File: config.mk
export PLATFORM = sky130hd
export DESIGN_NAME = fpes_top
export DESIGN_NICKNAME = d
export VERILOG_FILES = /design/src/inc/fpes_pkg.sv /design/src/inc/fpes_reg_if.sv /design/src/rtl/fpes_axil_slave.sv /design/src/rtl/fpes_top.sv
export SDC_FILE = /design/constraint.sdc
export NUM_CORES = 1
export LEC_CHECK = 0
export ABC_AREA = 1
export BUFFER_PORTS_ARGS = -buffer_cell sky130_fd_sc_hd__clkbuf_2
export CORE_UTILIZATION = 30
export DETAILED_ROUTE_END_ITERATION = 8
export PLACE_DENSITY = 0.67
export REMOVE_ABC_BUFFERS = 1
export SLEW_MARGIN = 20
export SYNTH_ARGS = -nofsm -noshare
export SYNTH_HDL_FRONTEND = slang
export SYNTH_SLANG_ARGS = --single-unit
File: constraint.sdc
create_clock -name CORE_CLK -period 4.9 [get_ports CORE_CLK]
set_input_delay 0.49 -clock CORE_CLK [delete_from_list [all_inputs] [get_ports CORE_CLK]]
set_output_delay 0.49 -clock CORE_CLK [all_outputs]
set_load 0.005 [all_outputs]
File: src/inc/fpes_pkg.sv
package fpes_pkg;
  // register byte offsets
  localparam logic [7:0] BUSY_STATUS_OFS = 8'h00;
  localparam logic [7:0] CE_STATUS_OFS = 8'h04;
  localparam logic [7:0] CTRL_OFS = 8'h08;
  localparam logic [7:0] CE_STATUS_RMW_OFS = 8'h0c;
  localparam logic [7:0] SECTOR_WE_OFS = 8'h10;
  localparam int ADDR_W = 8;
  localparam int DATA_W = 8;
  // flash_busy_status fields
  localparam int BS_CE_BUSY = 4;
  localparam int BS_SUSP_BUSY = 3;
  localparam int BS_SE_BUSY = 2;
  localparam int BS_PGM_BUSY = 1;
  localparam int BS_HANG = 0;
  // chip_erase_status fields
  localparam int CS_DONE = 6;
  localparam int CS_IRQ_EN = 5;
  localparam int CS_FAIL = 4;
  // control fields
  localparam int CT_SWAP = 0;
  localparam int CT_GPE = 1;
  localparam int SECTORS = 4;
  // synchronised flash-side input vector
  localparam int FI_CE_BUSY = 0;
  localparam int FI_SUSP_BUSY = 1;
  localparam int FI_SE_BUSY = 2;
  localparam int FI_PGM_BUSY = 3;
  localparam int FI_HANG = 4;
  localparam int FI_CE_FAIL = 5;
  localparam int FI_RST_CMD = 6;
  localparam int FI_W = 7;
  // reset values
  localparam logic [7:0] ZERO_BYTE = 8'h00;
  localparam logic [3:0] ZERO_NIB = 4'h0;
  localparam logic [3:0] ONES_NIB = 4'hf;
  // timing
  localparam int MCLK_PERIOD_NS = 20;
  localparam int PGM_STATUS_MAX_PERIOD_NS = 1000;
  localparam bit PGM_STATUS_OK = (MCLK_PERIOD_NS <= PGM_STATUS_MAX_PERIOD_NS);
  // axi responses
  localparam logic [1:0] RESP_OKAY = 2'h0;
  localparam logic [1:0] RESP_SLVERR = 2'h2;
  typedef enum logic [1:0] {
    ST_IDLE = 2'b01,
    ST_RESP = 2'b10
  } fpes_bus_state_t;
endpackage : fpes_pkg

File: src/inc/fpes_reg_if.sv
`timescale 1ns/1ps
interface fpes_reg_if;
  import fpes_pkg::*;
  logic wr_en;
  logic [ADDR_W-1:0] wr_addr;
  logic [DATA_W-1:0] wr_data;
  logic wr_ok;
  logic [ADDR_W-1:0] rd_addr;
  logic [DATA_W-1:0] rd_data;
  logic rd_ok;
  modport bus (output wr_en, output wr_addr, output wr_data, input wr_ok,
               output rd_addr, input rd_data, input rd_ok);
  modport regs (input wr_en, input wr_addr, input wr_data, output wr_ok,
                input rd_addr, output rd_data, output rd_ok);
endinterface : fpes_reg_if

File: src/rtl/fpes_axil_slave.sv
`timescale 1ns/1ps
module fpes_axil_slave
  import fpes_pkg::*;
(
  input wire logic clk, // core clock
  input wire logic rst_n, // synchronised reset
  fpes_reg_if.bus rif, // register access
  input wire logic [31:0] awaddr, // write address
  input wire logic awvalid, // write address valid
  output logic awready, // write address ready
  input wire logic [31:0] wdata, // write data
  input wire logic [3:0] wstrb, // byte strobes
  input wire logic wvalid, // write data valid
  output logic wready, // write data ready
  output logic [1:0] bresp, // write response
  output logic bvalid, // write response valid
  input wire logic bready, // write response ready
  input wire logic [31:0] araddr, // read address
  input wire logic arvalid, // read address valid
  output logic arready, // read address ready
  output logic [31:0] rdata, // read data
  output logic [1:0] rresp, // read response
  output logic rvalid, // read data valid
  input wire logic rready // read data ready
);
  fpes_bus_state_t wst_reg, wst_next, rst_reg, rst_next;
  logic aw_have_reg, aw_have_next, w_have_reg, w_have_next;
  logic [ADDR_W-1:0] awa_reg, awa_next;
  logic [DATA_W-1:0] wd_reg, wd_next;
  logic wlane_reg, wlane_next;
  logic [1:0] bresp_reg, bresp_next, rresp_reg, rresp_next;
  logic [31:0] rdata_reg, rdata_next;

  assign awready = (wst_reg == ST_IDLE) && !aw_have_reg;
  assign wready = (wst_reg == ST_IDLE) && !w_have_reg;
  assign bvalid = (wst_reg == ST_RESP);
  assign bresp = bresp_reg;
  assign arready = (rst_reg == ST_IDLE);
  assign rvalid = (rst_reg == ST_RESP);
  assign rresp = rresp_reg;
  assign rdata = rdata_reg;
  assign rif.rd_addr = araddr[ADDR_W-1:0];
  assign rif.wr_addr = awa_reg;
  assign rif.wr_data = wd_reg;
  // a write without lane 0 has nothing to store but still gets its answer
  assign rif.wr_en = (wst_reg == ST_IDLE) && aw_have_reg && w_have_reg && wlane_reg;

  always_comb
  begin
    wst_next = wst_reg;
    aw_have_next = aw_have_reg;
    w_have_next = w_have_reg;
    awa_next = awa_reg;
    wd_next = wd_reg;
    wlane_next = wlane_reg;
    bresp_next = bresp_reg;
    unique case (wst_reg)
      ST_IDLE:
      begin
        if (awvalid && !aw_have_reg)
        begin
          aw_have_next = 1'b1;
          awa_next = awaddr[ADDR_W-1:0];
        end
        if (wvalid && !w_have_reg)
        begin
          w_have_next = 1'b1;
          wd_next = wdata[DATA_W-1:0];
          wlane_next = wstrb[0];
        end
        if (aw_have_reg && w_have_reg)
        begin
          bresp_next = rif.wr_ok ? RESP_OKAY : RESP_SLVERR;
          aw_have_next = 1'b0;
          w_have_next = 1'b0;
          wst_next = ST_RESP;
        end
      end
      ST_RESP:
      begin
        if (bready)
        begin
          wst_next = ST_IDLE;
        end
      end
    endcase
  end

  always_comb
  begin
    rst_next = rst_reg;
    rdata_next = rdata_reg;
    rresp_next = rresp_reg;
    unique case (rst_reg)
      ST_IDLE:
      begin
        if (arvalid)
        begin
          rdata_next = {24'h000000, rif.rd_data};
          rresp_next = rif.rd_ok ? RESP_OKAY : RESP_SLVERR;
          rst_next = ST_RESP;
        end
      end
      ST_RESP:
      begin
        if (rready)
        begin
          rst_next = ST_IDLE;
        end
      end
    endcase
  end

  always_ff @(posedge clk or negedge rst_n)
  begin
    if (!rst_n)
    begin
      wst_reg <= ST_IDLE;
      rst_reg <= ST_IDLE;
      aw_have_reg <= 1'b0;
      w_have_reg <= 1'b0;
      awa_reg <= ZERO_BYTE;
      wd_reg <= ZERO_BYTE;
      wlane_reg <= 1'b0;
      bresp_reg <= RESP_OKAY;
      rresp_reg <= RESP_OKAY;
      rdata_reg <= 32'h00000000;
    end
    else
    begin
      wst_reg <= wst_next;
      rst_reg <= rst_next;
      aw_have_reg <= aw_have_next;
      w_have_reg <= w_have_next;
      awa_reg <= awa_next;
      wd_reg <= wd_next;
      wlane_reg <= wlane_next;
      bresp_reg <= bresp_next;
      rresp_reg <= rresp_next;
      rdata_reg <= rdata_next;
    end
  end
endmodule : fpes_axil_slave

File: src/rtl/fpes_top.sv
// Contract
// swap off: enable sectors 0 and 1 together; code enables each sector from its own bit, swap ignored
// swap on: enable all four sectors first; code sets swap whatever the sector enables hold
// unused status bits read zero, ignore writes
// chip erase busy flag in bit 4
// erase suspend busy flag in bit 3
// sector erase busy flag in bit 2
// program busy flag, never with slow clock
// hang flag sticks once malfunction seen
// chip erase success sets done flag
// failed erase with hang clears done
// failed chip erase sets failure flag
// refuse program/erase after chip erase end
// interrupt when failure flag and enable
// write zero clears flag, one keeps
// rmw read returns both flags as one
// global enable off blocks all sector writes
// software order: global, sectors, sequence, off
// program sequence AA, 55, A0, data
// poll data bit, check timeout bit
// dual operation: poll, never toggle bit
// interrupt level until flag or enable cleared
//
// The AXI4-Lite slave port and the register addresses are this design's own decisions.
`timescale 1ns/1ps
module fpes_top
  import fpes_pkg::*;
(
  input wire logic CORE_CLK, // machine clock
  input wire logic ARST_N, // async reset, active low
  input wire logic [31:0] AWADDR, // axi write address
  input wire logic AWVALID, // axi write address valid
  output logic AWREADY, // axi write address ready
  input wire logic [31:0] WDATA, // axi write data
  input wire logic [3:0] WSTRB, // axi byte strobes
  input wire logic WVALID, // axi write data valid
  output logic WREADY, // axi write data ready
  output logic [1:0] BRESP, // axi write response
  output logic BVALID, // axi write response valid
  input wire logic BREADY, // axi write response ready
  input wire logic [31:0] ARADDR, // axi read address
  input wire logic ARVALID, // axi read address valid
  output logic ARREADY, // axi read address ready
  output logic [31:0] RDATA, // axi read data
  output logic [1:0] RRESP, // axi read response
  output logic RVALID, // axi read valid
  input wire logic RREADY, // axi read ready
  input wire logic FLASH_CE_BUSY, // array: chip erase running
  input wire logic FLASH_SUSP_BUSY, // array: erase suspend taking effect
  input wire logic FLASH_SE_BUSY, // array: sector erase running
  input wire logic FLASH_PGM_BUSY, // array: program running
  input wire logic FLASH_HANG, // array: command input malfunction
  input wire logic FLASH_CE_FAIL, // array: chip erase failed, valid at end
  input wire logic FLASH_RESET_CMD, // reset command written
  output logic [3:0] SECTOR_WRITE_ALLOW, // per sector program/erase allowed
  output logic PROG_ERASE_ALLOW, // program/erase allowed globally (enable set, no chip erase lock), whatever the sector enables
  output logic SECTOR_SWAP_EN, // sector swap setting
  output logic IRQ // chip erase failure interrupt
);
  fpes_reg_if rif ();
  logic rst_s1_reg, rst_n;
  logic [FI_W-1:0] fin_s1_reg, fin_s2_reg;
  logic ce_busy_prev_reg, rcmd_prev_reg;
  logic hang_reg, hang_next;
  logic ce_done_reg, ce_done_next;
  logic ce_fail_reg, ce_fail_next;
  logic irq_en_reg, irq_en_next;
  logic ce_lock_reg, ce_lock_next;
  logic swap_reg, swap_next;
  logic gpe_reg, gpe_next;
  logic [3:0] sect_en_reg, sect_en_next;
  logic [3:0] sect_lock_reg, sect_lock_next;
  logic [3:0] allow_reg, allow_next;
  logic any_allow_reg, any_allow_next;
  logic irq_reg, irq_next;
  logic ce_end, ce_failed, rst_cmd, wr_ce, wr_ctrl, wr_sect;
  logic [7:0] busy_view, ce_view;

  // write-zero-to-clear flag; a hardware set in the same cycle wins
  function automatic logic wzc(input logic cur, input logic set, input logic wr,
                               input logic wbit);
    wzc = set ? 1'b1 : ((wr && !wbit) ? 1'b0 : cur);
  endfunction : wzc

  function automatic logic addr_is(input logic [ADDR_W-1:0] a,
                                   input logic [ADDR_W-1:0] ofs);
    addr_is = (a == ofs);
  endfunction : addr_is

  always_ff @(posedge CORE_CLK or negedge ARST_N)
  begin
    if (!ARST_N)
    begin
      rst_s1_reg <= 1'b0;
      rst_n <= 1'b0;
    end
    else
    begin
      rst_s1_reg <= 1'b1;
      rst_n <= rst_s1_reg;
    end
  end

  fpes_axil_slave u_bus (
    .clk(CORE_CLK),
    .rst_n(rst_n),
    .rif(rif.bus),
    .awaddr(AWADDR),
    .awvalid(AWVALID),
    .awready(AWREADY),
    .wdata(WDATA),
    .wstrb(WSTRB),
    .wvalid(WVALID),
    .wready(WREADY),
    .bresp(BRESP),
    .bvalid(BVALID),
    .bready(BREADY),
    .araddr(ARADDR),
    .arvalid(ARVALID),
    .arready(ARREADY),
    .rdata(RDATA),
    .rresp(RRESP),
    .rvalid(RVALID),
    .rready(RREADY)
  );

  // array status comes from another timing domain, so sync before use
  always_ff @(posedge CORE_CLK or negedge rst_n)
  begin
    if (!rst_n)
    begin
      fin_s1_reg <= '0;
      fin_s2_reg <= '0;
      ce_busy_prev_reg <= 1'b0;
      rcmd_prev_reg <= 1'b0;
    end
    else
    begin
      fin_s1_reg <= {FLASH_RESET_CMD, FLASH_CE_FAIL, FLASH_HANG, FLASH_PGM_BUSY,
                     FLASH_SE_BUSY, FLASH_SUSP_BUSY, FLASH_CE_BUSY};
      fin_s2_reg <= fin_s1_reg;
      ce_busy_prev_reg <= fin_s2_reg[FI_CE_BUSY];
      rcmd_prev_reg <= fin_s2_reg[FI_RST_CMD];
    end
  end

  // end of the automatic algorithm is the fall of chip erase busy
  assign ce_end = ce_busy_prev_reg && !fin_s2_reg[FI_CE_BUSY];
  assign ce_failed = fin_s2_reg[FI_CE_FAIL];
  assign rst_cmd = fin_s2_reg[FI_RST_CMD] && !rcmd_prev_reg;
  assign wr_ce = rif.wr_en && addr_is(rif.wr_addr, CE_STATUS_OFS);
  assign wr_ctrl = rif.wr_en && addr_is(rif.wr_addr, CTRL_OFS);
  assign wr_sect = rif.wr_en && addr_is(rif.wr_addr, SECTOR_WE_OFS);

  always_comb
  begin
    busy_view = ZERO_BYTE;
    // chip erase busy
    busy_view[BS_CE_BUSY] = fin_s2_reg[FI_CE_BUSY];
    // suspend busy
    busy_view[BS_SUSP_BUSY] = fin_s2_reg[FI_SUSP_BUSY];
    // sector erase busy
    busy_view[BS_SE_BUSY] = fin_s2_reg[FI_SE_BUSY];
    // program busy, clock-gated
    busy_view[BS_PGM_BUSY] = fin_s2_reg[FI_PGM_BUSY] && PGM_STATUS_OK;
    busy_view[BS_HANG] = hang_reg;
    // unused bits stay zero
    ce_view = ZERO_BYTE;
    ce_view[CS_DONE] = ce_done_reg;
    ce_view[CS_IRQ_EN] = irq_en_reg;
    ce_view[CS_FAIL] = ce_fail_reg;
  end

  always_comb
  begin
    rif.rd_ok = 1'b1;
    rif.rd_data = ZERO_BYTE;
    rif.wr_ok = addr_is(rif.wr_addr, CE_STATUS_OFS) || addr_is(rif.wr_addr, CTRL_OFS)
                || addr_is(rif.wr_addr, SECTOR_WE_OFS);
    if (addr_is(rif.rd_addr, BUSY_STATUS_OFS))
      rif.rd_data = busy_view;
    else if (addr_is(rif.rd_addr, CE_STATUS_OFS))
      rif.rd_data = ce_view;
    else if (addr_is(rif.rd_addr, CE_STATUS_RMW_OFS))
    begin
      rif.rd_data = ce_view;
      // rmw view reads done and fail as ones
      rif.rd_data[CS_DONE] = 1'b1;
      rif.rd_data[CS_FAIL] = 1'b1;
    end
    else if (addr_is(rif.rd_addr, CTRL_OFS))
      rif.rd_data = {6'h00, gpe_reg, swap_reg};
    else if (addr_is(rif.rd_addr, SECTOR_WE_OFS))
      rif.rd_data = {ZERO_NIB, sect_en_reg};
    else
      rif.rd_ok = 1'b0;
  end

  always_comb
  begin
    // hang is sticky
    hang_next = hang_reg || fin_s2_reg[FI_HANG];
    // done set, hang-fail clear, write-zero clear
    ce_done_next = wzc(ce_done_reg, ce_end && !ce_failed, wr_ce, rif.wr_data[CS_DONE]);
    if (ce_end && ce_failed && fin_s2_reg[FI_HANG])
      ce_done_next = 1'b0;
    // failure flag
    ce_fail_next = wzc(ce_fail_reg, ce_end && ce_failed, wr_ce, rif.wr_data[CS_FAIL]);
    irq_en_next = wr_ce ? rif.wr_data[CS_IRQ_EN] : irq_en_reg;
    // lock after chip erase end until reset command
    ce_lock_next = ce_end ? 1'b1 : (rst_cmd ? 1'b0 : ce_lock_reg);
    swap_next = wr_ctrl ? rif.wr_data[CT_SWAP] : swap_reg;
    gpe_next = wr_ctrl ? rif.wr_data[CT_GPE] : gpe_reg;
    // a sector written to zero stays off until reset
    sect_lock_next = wr_sect ? (sect_lock_reg | ~rif.wr_data[SECTORS-1:0]) : sect_lock_reg;
    sect_en_next = wr_sect ? (rif.wr_data[SECTORS-1:0] & ~sect_lock_next) : sect_en_reg;
    // global gate and chip erase lock; swap plays no part
    allow_next = (gpe_reg && !ce_lock_reg) ? sect_en_reg : ZERO_NIB;
    any_allow_next = gpe_reg && !ce_lock_reg;
    // level interrupt
    irq_next = ce_fail_reg && irq_en_reg;
  end

  always_ff @(posedge CORE_CLK or negedge rst_n)
  begin
    if (!rst_n)
    begin
      hang_reg <= 1'b0;
      ce_done_reg <= 1'b0;
      ce_fail_reg <= 1'b0;
      irq_en_reg <= 1'b0;
      ce_lock_reg <= 1'b0;
      swap_reg <= 1'b0;
      gpe_reg <= 1'b0;
      sect_en_reg <= ZERO_NIB;
      sect_lock_reg <= ZERO_NIB;
      allow_reg <= ZERO_NIB;
      any_allow_reg <= 1'b0;
      irq_reg <= 1'b0;
    end
    else
    begin
      hang_reg <= hang_next;
      ce_done_reg <= ce_done_next;
      ce_fail_reg <= ce_fail_next;
      irq_en_reg <= irq_en_next;
      ce_lock_reg <= ce_lock_next;
      swap_reg <= swap_next;
      gpe_reg <= gpe_next;
      sect_en_reg <= sect_en_next;
      sect_lock_reg <= sect_lock_next;
      allow_reg <= allow_next;
      any_allow_reg <= any_allow_next;
      irq_reg <= irq_next;
    end
  end

  assign SECTOR_WRITE_ALLOW = allow_reg;
  assign PROG_ERASE_ALLOW = any_allow_reg;
  assign SECTOR_SWAP_EN = swap_reg;
  assign IRQ = irq_reg;
endmodule : fpes_top

==> impl_metrics.env <==
export IMPL_ys_seq_area_frac=0.578
export IMPL_die_area_um2=10500
export IMPL_synth_top_area_share=0.561
export IMPL_wl_per_cell_um=9.84
export IMPL_rsz0062_at_grt="false"
export IMPL_hold_path_end="fin_s1_reg[0]$_DFF_PN0_"
export IMPL_crit_chain="inv_1, nor2_4, inv_2, nor2_4, clkbuf_2"
export IMPL_clock_latency_ns=0.33
export IMPL_hold_path_depth=1
export IMPL_startpoint_type="register"
export IMPL_slew_headroom=0.448
export IMPL_post_route_cell_area_um2=3540
export IMPL_drive_above_1_share=0.242
export IMPL_largest_register_ff_count=8
export IMPL_numCtsBuffers=9
export IMPL_cp_end_kind="output port"
export IMPL_ant_nets=0
export IMPL_grt_pass1_vias=2005
export IMPL_status="completed"
export IMPL_setup_tns_ns=0
export IMPL_dpl_cell_area_um2=3360
export IMPL_fill_cells=1047
export IMPL_gr_total_overflow=0
export IMPL_vias_per_cell=3.90
export IMPL_yosys_warnings=0
export IMPL_drt_total_wl_um=5290
export IMPL_syn_inst=333
export IMPL_tightest_slew_ns=0.828
export IMPL_portBuffers=58
export IMPL_die_height_um=103
export IMPL_mostFrequentLayoutCell="nand2_1"
export IMPL_antenna_found_initial=0
export IMPL_hold_viol=0
export IMPL_initial_utilization=0.311
export IMPL_rows=36
export IMPL_period_share=0.391
export IMPL_drt_initial_drc_count=78
export IMPL_routabilityCongestion=0.770
export IMPL_max_clock_path_buffers=2
export IMPL_postCtsSetupBuffers=0
export IMPL_grt_pass1_wl_um=8800
export IMPL_clkTransAtPathRegs_ns=0.07
export IMPL_core_um2=9770
export IMPL_dp_hpwl_um=4010
export IMPL_grt_max_degree=69
export IMPL_firstDrtPassIters=4
export IMPL_worst_path_buf_inv=3
export IMPL_r2r_cells=7
export IMPL_final_max_slew_violation_count=0
export IMPL_final_core_utilization=0.363
export IMPL_min_from="FLASH_CE_BUSY"
export IMPL_antenna_cells=0
export IMPL_crit_family="flip-flops"
export IMPL_powerDensity_nw_per_um2=402
export IMPL_crit_type="reg -> out"
export IMPL_crit_slowest_cell="dfstp_2"
export IMPL_syn_cell_area_um2=3040
export IMPL_layout_common_cells="nand2_1, dfrtp_1, clkbuf_2, inv_1, nor2_1"
export IMPL_hold_class="in -> reg"
export IMPL_finClkSkew_ns=0.00511
export IMPL_peakVddDrop_mv=0.239
export IMPL_p_leak_nw=1.94
export IMPL_critical_path_arrival_ns=1.43
export IMPL_worstPathRequired_ns=4.41
export IMPL_syn_area_per_cell_um2=9.12
export IMPL_ys_ff_latch=70
export IMPL_r2r_end="sect_en_reg[1]$_DFFE_PN0P_"
export IMPL_yosys_area_top_type="dfrtp_1"
export IMPL_post_cts_resized=0
export IMPL_cp_max_fo=6
export IMPL_nets=514
export IMPL_fmax_mhz=522
export IMPL_ff2ff_setup_slack_ns=3.43
export IMPL_grt_total_usage=0.112
export IMPL_synth_cell_types=22
export IMPL_hold_buffers=1
export IMPL_cts_sinks=70
export IMPL_die_w_um=103
export IMPL_finalCriticalPeriod_ns=1.92
export IMPL_setup_viol=0
export IMPL_ios=162
export IMPL_slowest_delay_ns=0.53
export IMPL_drc=0
export IMPL_r2r_start="u_bus.wst_reg[0]$_DFFE_PN1P_"
export IMPL_cpMostUsedCell="nor2_4"
export IMPL_syn_to_final_growth_pct=16.7
export IMPL_cts_tree="built"
export IMPL_cts_root_buffer="clkbuf_8"
export IMPL_synth_area_leaders="dfrtp_1, nand2_1, buf_4"
export IMPL_htree_levels=3
export IMPL_maxCapViolCount=0
export IMPL_vias=2098
layout make-up:
| type | instances | area, µm² | share of cell area |
|---|---|---|---|
| sequential | 70 | 1760 | 0.495 |
| multi-input combinational | 210 | 958 | 0.270 |
| timing repair buffer | 60 | 308 | 0.0869 |
| inverter | 49 | 184 | 0.0519 |
| clock buffer | 15 | 166 | 0.0470 |
| tap | 133 | 166 | 0.0470 |
| clock inverter | 1 | 5.00 | 0.00141 |
per-stage QoR:
stage / hold WS (ns) / power [mW] / setup WS [ns] / std cells
6_report: 0.269 / 1.42 / 2.98 / 538
3_3_place_gp: 0.275 / 1.03 / 3.25 / 521
3_5_place_dp: 0.278 / 1.04 / 3.24 / 521
5_1_grt: 0.248 / 1.53 / 2.87 / 538
4_1_cts: 0.244 / 1.45 / 2.94 / 538
2_1_floorplan: 0.194 / 0.945 / 2.81 / 329
where the power goes:
group,leakage [nW],internal [mW],switching (mW)
Sequential,0.831,0.693,0.0665
Clock,0.0877,0.212,0.187
Combinational,1.02,0.105,0.160
logic make-up after synthesis:
kind of cell	after synthesis	share of synthesized area
AO/OA/AOI/OAI	26	0.0536
buffers and inverters	79	0.138
flip-flops	70	0.578
other	2	0.00247
AND/OR/NAND/NOR	156	0.228
layer usage:
metal / vias up / part of all wire / global-route usage
li1: 1094 / - / -
met4: 0 / 0.0055 / 0.0429
met2: 64 / 0.48 / 0.186
met3: 2 / 0.055 / 0.0386
met5: - / 0 / 0
met1: 938 / 0.46 / 0.135
synthesized netlist by cell type:
library cell,count
nand3b_1,1
dfrtp_1,68
a22oi_1,1
nor2_1,35
nand2_1,83
a21oi_1,9
nand2_4,3
dfstp_2,2
nor2_2,1
conb_1,2
buf_6,3
o21ai_0,7
o21ai_1,1
inv_2,2
o21ai_2,8
buf_4,27
or2_2,4
nand3_1,21
nand2_2,2
nand4_1,2
nor2_4,4
inv_1,47
worst reg2reg max path: cells and delay by family (launching register included):
family,cells,cell delay (ns)
flops,1,0.53
buf+inv,1,0.06
simple gates,5,0.72
compound gates,1,0.06
worst max-delay path by stage:
stage	startpoint	end	slack, ns	cells past startpoint
3_5_place_dp	ARADDR[1]	u_bus.rresp[1]$_DFFE_PN0P_	3.24	7
3_3_place_gp	ARADDR[1]	u_bus.rresp[1]$_DFFE_PN0P_	3.25	7
6_report	u_bus.wst_reg[0]$_DFFE_PN1P_	AWREADY	2.98	5
2_1_floorplan	rst_n$_DFF_PN0_	IRQ$_DFF_PN0_	2.81	0
4_1_cts	u_bus.wst_reg[0]$_DFFE_PN1P_	WREADY	2.94	5
5_1_grt	u_bus.wst_reg[0]$_DFFE_PN1P_	AWREADY	2.87	5
No activity file was read; power rests on OpenSTA's default activity.
